<file path="src/verilog/ssr_pkg.sv">
`default_nettype none
package ssr_pkg;

  // ----------------------------------------------------------------
  // Register map (index = printed offset, byte address = 4 * index)
  // ----------------------------------------------------------------
  localparam logic [7:0] SSR_IDX_CTL = 8'hC0;
  localparam logic [7:0] SSR_IDX_RATE = 8'hCF;
  localparam logic [7:0] SSR_IDX_IRQ_STS = 8'hD0;
  localparam logic [7:0] SSR_IDX_IRQ_MSK = 8'hD1;
  localparam logic [9:0] SSR_ADDR_CTL = {SSR_IDX_CTL, 2'b00};
  localparam logic [9:0] SSR_ADDR_RATE = {SSR_IDX_RATE, 2'b00};
  localparam logic [9:0] SSR_ADDR_IRQ_STS = {SSR_IDX_IRQ_STS, 2'b00};
  localparam logic [9:0] SSR_ADDR_IRQ_MSK = {SSR_IDX_IRQ_MSK, 2'b00};

  localparam logic [7:0] SSR_CTL_RESET = 8'h00;
  localparam logic [7:0] SSR_RATE_RESET = 8'h00;
  localparam logic [2:0] SSR_IRQ_RESET = 3'h0;

  // Interrupt status bit positions
  localparam int SSR_IRQ_SI = 0;
  localparam int SSR_IRQ_BUS_FREE = 1;
  localparam int SSR_IRQ_SCL_LOW = 2;

  localparam logic [7:0] SSR_IDLE_CODE = 8'hF8;

  // ----------------------------------------------------------------
  // Timing
  // ----------------------------------------------------------------
  localparam int SSR_CLK_PERIOD_PS = 4000;
  localparam int SSR_HIGH_EXTRA_NS = 625;
  localparam int SSR_HIGH_EXTRA_CYC =
    (SSR_HIGH_EXTRA_NS * 1000 + SSR_CLK_PERIOD_PS - 1) / SSR_CLK_PERIOD_PS;
  localparam logic [8:0] SSR_BFT_BASE = 9'h101;
  localparam logic [3:0] SSR_BFT_MULT = 4'hA;

  // ----------------------------------------------------------------
  // Types
  // ----------------------------------------------------------------
  typedef struct packed {
    logic busy;
    logic enable;
    logic start_req;
    logic stop_req;
    logic serial_event;
    logic ack_assert;
    logic bus_free_timeout_enable;
    logic scl_low_timeout_enable;
  } ssr_ctl_t;

  typedef struct packed {
    logic o;
    logic oe_n;
  } ssr_pin_drv_t;

endpackage : ssr_pkg
`default_nettype wire

</file>
<file path="src/verilog/ssr_pin_sync.sv">
`timescale 1ns/1ns
`default_nettype none
module ssr_pin_sync
  import ssr_pkg::*;
(
  input wire logic hclk,     // System clock
  input wire logic hresetn,  // Async reset, active low
  input wire logic pin_i,    // Raw pin level
  output logic level_o       // Filtered level
);

  logic [2:0] sync_q;
  logic [2:0] sync_d;
  logic level_q;
  logic level_d;

  // Change accepted once second and third stages agree
  always_comb
  begin
    sync_d = {sync_q[1:0], pin_i};
    level_d = (sync_q[1] == sync_q[2]) ? sync_q[2] : level_q;
  end

  always_ff @(posedge hclk or negedge hresetn)
  begin
    if (!hresetn)
    begin
      sync_q <= 3'h7;
      level_q <= 1'b1;
    end
    else
    begin
      sync_q <= sync_d;
      level_q <= level_d;
    end
  end

  assign level_o = level_q;

endmodule : ssr_pin_sync
`default_nettype wire

</file>
<file path="src/verilog/ssr_top.sv">
// The AHB-Lite interface to the registers is this design's own decision.
`timescale 1ns/1ns
`default_nettype none
module ssr_top
  import ssr_pkg::*;
(
  input wire logic hclk,             // System clock
  input wire logic hresetn,          // Async reset, active low
  input wire logic hsel,             // AHB select
  input wire logic [31:0] haddr,     // AHB address
  input wire logic [1:0] htrans,     // AHB transfer type
  input wire logic hwrite,           // AHB write
  input wire logic [2:0] hsize,      // AHB size
  input wire logic [31:0] hwdata,    // AHB write data
  input wire logic hready,           // AHB ready in
  output logic [31:0] hrdata,        // AHB read data
  output logic hreadyout,            // AHB ready out
  output logic hresp,                // AHB response
  input wire logic scl_i,            // SCL pin level
  output logic scl_o,                // SCL drive value
  output logic scl_oe_n,             // SCL enable, low drives
  input wire logic sda_i,            // SDA pin level
  output logic sda_o,                // SDA drive value
  output logic sda_oe_n,             // SDA enable, low drives
  input wire logic master_mode,      // Protocol engine is master
  input wire logic bus_busy,         // Protocol busy status
  input wire logic state_enter,      // Pulse, new protocol state
  input wire logic [7:0] state_code, // Code of entered state
  input wire logic stop_seen,        // Pulse, STOP detected
  input wire logic ack_cycle,        // In acknowledge clock cycle
  input wire logic addressed,        // Device was addressed
  input wire logic aux_timer_en,     // Auxiliary timer enabled
  input wire logic aux_timer_ovf,    // Pulse, auxiliary overflow
  output logic aux_timer_count,      // Auxiliary timer count enable
  output logic bus_free,             // Pulse, bus-free timeout
  output logic start_issue,          // Pulse, issue pending start
  output logic [7:0] ctl_out,        // Control flags
  output logic irq                   // Interrupt, active high
);

  // ----------------------------------------------------------------
  // Pin synchronisers
  // ----------------------------------------------------------------
  logic scl_f;
  logic sda_f;

  ssr_pin_sync u_scl_sync (.hclk(hclk), .hresetn(hresetn), .pin_i(scl_i), .level_o(scl_f));
  ssr_pin_sync u_sda_sync (.hclk(hclk), .hresetn(hresetn), .pin_i(sda_i), .level_o(sda_f));

  // ----------------------------------------------------------------
  // AHB-Lite slave
  // ----------------------------------------------------------------
  ssr_ctl_t ctl_q;
  ssr_ctl_t ctl_d;
  logic [7:0] rate_q;
  logic [7:0] rate_d;
  logic [2:0] sts_q;
  logic [2:0] sts_d;
  logic [2:0] msk_q;
  logic [2:0] msk_d;
  logic wr_q;
  logic wr_d;
  logic [9:0] wa_q;
  logic [9:0] wa_d;
  logic [31:0] rd_q;
  logic [31:0] rd_d;
  logic [2:0] ev_set;
  logic addr_ph;
  logic wr_ctl;

  assign addr_ph = hsel & hready & htrans[1];
  assign wr_ctl = wr_q & (wa_q == SSR_ADDR_CTL);

  always_comb
  begin
    wr_d = addr_ph & hwrite;
    wa_d = addr_ph ? haddr[9:0] : wa_q;
    rd_d = rd_q;
    if (addr_ph & !hwrite)
    begin
      case (haddr[9:0])
        SSR_ADDR_CTL: rd_d = {24'h000000, ctl_d};
        SSR_ADDR_RATE: rd_d = {24'h000000, rate_d};
        SSR_ADDR_IRQ_STS: rd_d = {29'h00000000, sts_d};
        SSR_ADDR_IRQ_MSK: rd_d = {29'h00000000, msk_d};
        default: rd_d = 32'h00000000;
      endcase
    end
  end

  // Control flags: the event flag set wins over a software clear
  always_comb
  begin
    ctl_d = ctl_q;
    rate_d = rate_q;
    msk_d = msk_q;
    if (wr_ctl)
      ctl_d = ssr_ctl_t'(hwdata[7:0]);
    if (wr_q & (wa_q == SSR_ADDR_RATE))
      rate_d = hwdata[7:0];
    if (wr_q & (wa_q == SSR_ADDR_IRQ_MSK))
      msk_d = hwdata[2:0];
    ctl_d.busy = bus_busy;
    if (stop_seen)
      ctl_d.stop_req = 1'b0;
    if (state_enter & (state_code != SSR_IDLE_CODE))
      ctl_d.serial_event = 1'b1;
    if (start_issue)
      ctl_d.start_req = 1'b0;
  end

  always_comb
  begin
    sts_d = sts_q;
    if (wr_q & (wa_q == SSR_ADDR_IRQ_STS))
      sts_d = sts_q & ~hwdata[2:0];
    sts_d = sts_d | ev_set;
  end

  always_ff @(posedge hclk or negedge hresetn)
  begin
    if (!hresetn)
    begin
      ctl_q <= ssr_ctl_t'(SSR_CTL_RESET);
      rate_q <= SSR_RATE_RESET;
      sts_q <= SSR_IRQ_RESET;
      msk_q <= SSR_IRQ_RESET;
      wr_q <= 1'b0;
      wa_q <= 10'h000;
      rd_q <= 32'h00000000;
    end
    else
    begin
      ctl_q <= ctl_d;
      rate_q <= rate_d;
      sts_q <= sts_d;
      msk_q <= msk_d;
      wr_q <= wr_d;
      wa_q <= wa_d;
      rd_q <= rd_d;
    end
  end

  assign hrdata = rd_q;
  assign hreadyout = 1'b1;
  assign hresp = 1'b0;
  assign ctl_out = ctl_q;
  assign irq = |(sts_q & msk_q);

  // ----------------------------------------------------------------
  // SCL rate timer
  // ----------------------------------------------------------------
  logic [7:0] cnt_q;
  logic [7:0] cnt_d;
  logic [7:0] hold_q;
  logic [7:0] hold_d;
  logic low_q;
  logic low_d;
  logic gen_on;
  logic cnt_run;

  assign gen_on = ctl_q.enable & master_mode;
  // High phase waits for the line to be seen high, then the fixed extra
  assign cnt_run = low_q | (scl_f & (hold_q == 8'(SSR_HIGH_EXTRA_CYC)));

  always_comb
  begin
    cnt_d = cnt_q;
    low_d = low_q;
    hold_d = hold_q;
    if (!gen_on)
    begin
      cnt_d = rate_q;
      low_d = 1'b0;
      hold_d = 8'h00;
    end
    else if (ctl_q.serial_event & low_q)
      cnt_d = cnt_q;
    else if (cnt_run)
    begin
      if (cnt_q == 8'hFF)
      begin
        cnt_d = rate_q;
        low_d = !low_q;
        hold_d = 8'h00;
      end
      else
        cnt_d = cnt_q + 8'h01;
    end
    else if (!low_q & scl_f)
      hold_d = hold_q + 8'h01;
  end

  always_ff @(posedge hclk or negedge hresetn)
  begin
    if (!hresetn)
    begin
      cnt_q <= SSR_RATE_RESET;
      low_q <= 1'b0;
      hold_q <= 8'h00;
    end
    else
    begin
      cnt_q <= cnt_d;
      low_q <= low_d;
      hold_q <= hold_d;
    end
  end

  // Event flag stretches the clock low in any mode while enabled
  assign scl_o = 1'b0;
  assign scl_oe_n = !((gen_on & low_q) | (ctl_q.enable & ctl_q.serial_event & !scl_f));

  // ----------------------------------------------------------------
  // Acknowledge drive
  // ----------------------------------------------------------------
  assign sda_o = 1'b0;
  assign sda_oe_n = !(ctl_q.enable & ack_cycle & ctl_q.ack_assert & addressed);

  // ----------------------------------------------------------------
  // Bus-free timeout and SCL-low timeout
  // ----------------------------------------------------------------
  logic [11:0] bft_q;
  logic [11:0] bft_d;
  logic [11:0] bft_lim;
  logic bf_hit;

  assign bft_lim = (12'(SSR_BFT_BASE) - 12'(rate_q)) * 12'(SSR_BFT_MULT);
  assign bf_hit = ctl_q.bus_free_timeout_enable & scl_f & sda_f & (bft_q == bft_lim - 12'h001);

  always_comb
  begin
    bft_d = bft_q;
    if (!(ctl_q.bus_free_timeout_enable & scl_f & sda_f))
      bft_d = 12'h000;
    else if (bft_q < bft_lim)
      bft_d = bft_q + 12'h001;
  end

  always_ff @(posedge hclk or negedge hresetn)
  begin
    if (!hresetn)
      bft_q <= 12'h000;
    else
      bft_q <= bft_d;
  end

  assign bus_free = bf_hit;
  assign start_issue = bf_hit & ctl_q.start_req & ctl_q.enable;
  assign aux_timer_count = ctl_q.scl_low_timeout_enable & aux_timer_en & !scl_f;

  always_comb
  begin
    ev_set = 3'h0;
    ev_set[SSR_IRQ_SI] = state_enter & (state_code != SSR_IDLE_CODE);
    ev_set[SSR_IRQ_BUS_FREE] = bf_hit;
    ev_set[SSR_IRQ_SCL_LOW] = aux_timer_ovf & ctl_q.scl_low_timeout_enable;
  end

  // ----------------------------------------------------------------
  // Checks
  // ----------------------------------------------------------------
  chk_stretch_low: assert property (@(posedge hclk) disable iff (!hresetn)
    (ctl_q.enable & ctl_q.serial_event & low_q & gen_on) |-> !scl_oe_n)
    else $error("SCL released while event flag set");
  chk_si_sticky: assert property (@(posedge hclk) disable iff (!hresetn)
    (ctl_q.serial_event & !wr_ctl) |=> ctl_q.serial_event)
    else $error("Event flag cleared without software");
  chk_ack_drive: assert property (@(posedge hclk) disable iff (!hresetn)
    (ctl_q.enable & ack_cycle & addressed) |-> (sda_oe_n == !ctl_q.ack_assert))
    else $error("Acknowledge level wrong");
  chk_wrap_toggle: assert property (@(posedge hclk) disable iff (!hresetn)
    (gen_on & cnt_run & !(ctl_q.serial_event & low_q) & cnt_q == 8'hFF)
    |=> (low_q != $past(low_q)) && (cnt_q == $past(rate_q)))
    else $error("Counter wrap did not toggle and reload");
  chk_low_count: assert property (@(posedge hclk) disable iff (!hresetn)
    (gen_on & !ctl_q.serial_event & low_q & cnt_q != 8'hFF & $stable(rate_q))
    |=> (cnt_q == $past(cnt_q) + 8'h01) && low_q)
    else $error("Low phase counter not counting");
  chk_idle_code: assert property (@(posedge hclk) disable iff (!hresetn)
    (state_enter & state_code == SSR_IDLE_CODE & !ctl_q.serial_event & !wr_ctl)
    |=> !ctl_q.serial_event)
    else $error("Idle code set event flag");
  chk_bus_free: assert property (@(posedge hclk) disable iff (!hresetn)
    bus_free |-> ($past(scl_f, 2) & $past(sda_f, 2) & ctl_q.bus_free_timeout_enable))
    else $error("Bus free without idle lines");
  chk_start_pend: assert property (@(posedge hclk) disable iff (!hresetn)
    start_issue |=> !ctl_q.start_req)
    else $error("Pending start not consumed");
  chk_low_timeout: assert property (@(posedge hclk) disable iff (!hresetn)
    (aux_timer_ovf & ctl_q.scl_low_timeout_enable) |=> sts_q[SSR_IRQ_SCL_LOW])
    else $error("SCL-low timeout not flagged");
  chk_free_limit: assert property (@(posedge hclk) disable iff (!hresetn)
    bf_hit |-> (bft_q == 12'(int'(SSR_BFT_MULT) * (int'(SSR_BFT_BASE) - int'(rate_q)) - 1)))
    else $error("Bus-free period wrong");

endmodule : ssr_top
`default_nettype wire

</file>
<file path="config.mk">
export PLATFORM = sky130hd
export DESIGN_NAME = ssr_top
export DESIGN_NICKNAME = d
export VERILOG_FILES = /design/src/verilog/ssr_pkg.sv /design/src/verilog/ssr_pin_sync.sv /design/src/verilog/ssr_top.sv
export SDC_FILE = /design/constraint.sdc
export NUM_CORES = 1
export LEC_CHECK = 0
export BUFFER_PORTS_ARGS = -buffer_cell sky130_fd_sc_hd__buf_2
export CAP_MARGIN = 20
export CORE_ASPECT_RATIO = 1.25
export CORE_MARGIN = 2
export CORE_UTILIZATION = 40
export DETAILED_ROUTE_END_ITERATION = 10
export HOLD_SLACK_MARGIN = 0.06
export PLACE_DENSITY = 0.75
export SLEW_MARGIN = 20
export SYNTH_ARGS = -nofsm -noshare
export SYNTH_HDL_FRONTEND = slang
export SYNTH_SLANG_ARGS = --single-unit
</file>
<file path="constraint.sdc">
create_clock -name hclk -period 7.9 [get_ports hclk]
set_input_delay 1.58 -clock hclk [delete_from_list [all_inputs] [get_ports hclk]]
set_output_delay 1.58 -clock hclk [all_outputs]
set_load 0.05 [all_outputs]
</file>
==> metrics <==
status=finished clean; share of cells above drive strength 1=21.0%; met2 WL=5840 um; post-DR wirelength/cell=15.0 um; Fin Hold WS=0.357 ns; EDFF count, synth=0; Post-Synthesis Cells=543; leakage power=0.00259 uW; Area contributors post-synth=dfrtp_1 34%, ha_1 7.4%, mux2_2 4.4%; Mean Syn Cell Area=9.37 sq um; crit start category=register; fin crit period=5.96 ns; sequential cell area fraction in the yosys report=38.6%; RSZ-0062 raised after global routing=false; Routed WL=11,700 um; total track usage=17.6%; worst-case reg-to-reg path depth=19; clock buffer depth=2; CTS tree=yes; CP required=6.32 ns; die width=105 um; Layout area overhead=14.6%; Peak supply drop=0.000128 V; MaxCap Viol Count=0; f_max=0.168 GHz; peak fanout along the critical path=8; critical path arrival=4.38 ns; Crit Path Class=reg -> out; setup repair bufs after CTS=0; Cell variety after synth=77; Setup Skew=0.00918 ns; cell area after synthesis=5090 sq um; top cell type's share of synthesized area=34.4%; warnings from Yosys=0; DRT iter0 DRCs=208; Hold Path Stages=0; Final period util=75.5%; ys flop type=dfrtp_1; global route overflow=0; antenna violations before repair=0; root buffer cell=clkbuf_16; DR pass1 iterations=5; Hold-fix buffers, CTS=0; Total Neg Setup Slack=0 ns; CP Capture Type=primary output; top-count cell post-synth=dfrtp_1; clk sinks=78; fin util=46.5%; Crit-path slowest cell=or4b_1; Vias=4,190; Tightest Pin Transition=1.03 ns; highest routed layer=met4; first-pass GRT wire length=19,600 um; largest area contributor in the netlist=dfrtp_1; full die area=13,600 sq um; Vias/cell=5.39; Synth top cells by count=70 x dfrtp_1, 47 x nand2_1, 43 x nor2_1; H-tree depth=3; Initial Utilization=40.6%; vias in the first global route=4,193; core area=12,500 sq um; die height=130 um; Post-synth ARST share=100%; #FFs+latches synth=78; largest net degree at the start of global routing=79; final antenna-violating net count=0; global placer's final weighted congestion=0.883; WL met3=564 um; port buffer count=63; crit-path cells=inv_1 -> ha_1 -> nand2_1 -> xor2_1 -> ha_1 -> ha_1 -> and2b_1 -> o221ai_2 -> or4b_1 -> o311a_2 -> nand3_2 -> xnor3_1 -> nor4_2 -> buf_2; Inserted Diodes=0; # DRC=0; Row Count=46; Worst-path clk slew=0.06 ns; fin. max-slew vios=0; Max stage delay on crit path=0.45 ns; HPWL Detailed=8820 um; Clock Latency Late Sink=0.34 ns; Ports=142; Final Hold Vio Count=0; CTS resizes=0; hold crit path type=reg -> reg; Net count, final=728; M1 WL=4930 um; total CTS buffers=9; CP most frequent cell=ha_1; final-report setup violation count=0; Slew headroom=31.5%; power per cell area=177 nW/um^2
-- registers in the layout (all words and copies together) (netlist names) --
signal,flops
u_scl_sync.level_o,1
wa_q,10
hrdata,8
cnt_q,8
u_scl_sync.sync_q,3
low_q,1
sts_q,3
msk_q,3
u_sda_sync.level_o,1
ctl_out,8
bft_q,12
u_sda_sync.sync_q,3
rate_q,8
hold_q,8
wr_q,1
-- path summary, 6_finish.rpt --
kind	startpoint	to	slack, ns
worst max-delay path	rate_q[1]	start_issue	1.94
worst min-delay path	u_scl_sync.sync_q[0]	u_scl_sync.sync_q[1]	0.36
worst max register to register	rate_q[1]	bft_q[10]	3.36
worst min register to register	u_scl_sync.sync_q[0]	u_scl_sync.sync_q[1]	0.36
max in group asynchronous	hresetn	cnt_q[0]	5.88
min in group asynchronous	hresetn	bft_q[1]	1.39
-- report_power, final --
group	switching (uW)	internal, uW
combinational	93.4	38.8
sequential	16.9	422
clock	177	282
total	287	742
-- cell type report --
type / instances / area [sq um]
timing repair buffer: 65 / 333
clock buffer: 9 / 225
clock inverter: 7 / 104
fill: 1196 / 6720
sequential: 78 / 1960
tap: 168 / 210
inverter: 26 / 97.6
multi-input combinational: 425 / 2900
-- layout by cell type, fill, tap and decap left out, types with 5 or more instances in the layout --
cell / count
inv_1: 25
dfstp_2: 8
nand4_1: 14
dfrtp_1: 70
nand3_1: 20
a21oi_1: 28
a31oi_1: 6
ha_1: 30
nor2_1: 43
nor3_1: 15
nand2b_1: 8
conb_1: 28
mux2_2: 20
xor2_1: 9
clkbuf_16: 9
nor2b_1: 5
o21a_1: 5
nand2_1: 47
buf_2: 62
o31ai_1: 5
or3_1: 8
xnor2_1: 11
o21ai_0: 39
-- metrics by stage --
step                area, sq um  worst slack [ns]  total power, uW  instances
floorplan                  5190              2.30              545        569
global placement           5480              2.37              571        762
detailed placement         5480              2.34              576        762
CTS                        5810              1.92             1030        778
global route               5830              1.69             1070        778
finish                     5830              1.94             1030        778
-- kinds of logic (layout without fill, tap and decap cells) --
logic type,after synthesis,in the layout,synth area share (%)
AOI/OAI and AO/OA,121,121,15.3
xor gates and xnor gates,25,25,5.29
buffers and inverters,66,107,6.98
muxes,24,24,5.21
DFF,78,78,38.6
other,2,28,0.148
and+or+nand+nor,194,194,20.4
adders and majority gates,33,33,8.16
-- worst max-delay path, delay by kind of cell, from the launching register on --
family | cells | cell delay (ns)
simple gates | 5 | 1.25
fa+ha+maj | 3 | 0.90
buf+inv | 2 | 0.59
xor+xnor | 2 | 0.52
flops | 1 | 0.41
compound gates | 2 | 0.37
-- per-layer routing --
layer | vias to the layer above | track usage [%]
met5 | - | 0
met4 | 0 | 8.78
met3 | 26 | 3.75
met2 | 120 | 30.9
met1 | 1995 | 20.4
li1 | 2049 | -
No activity file was read; power rests on OpenSTA's default activity.
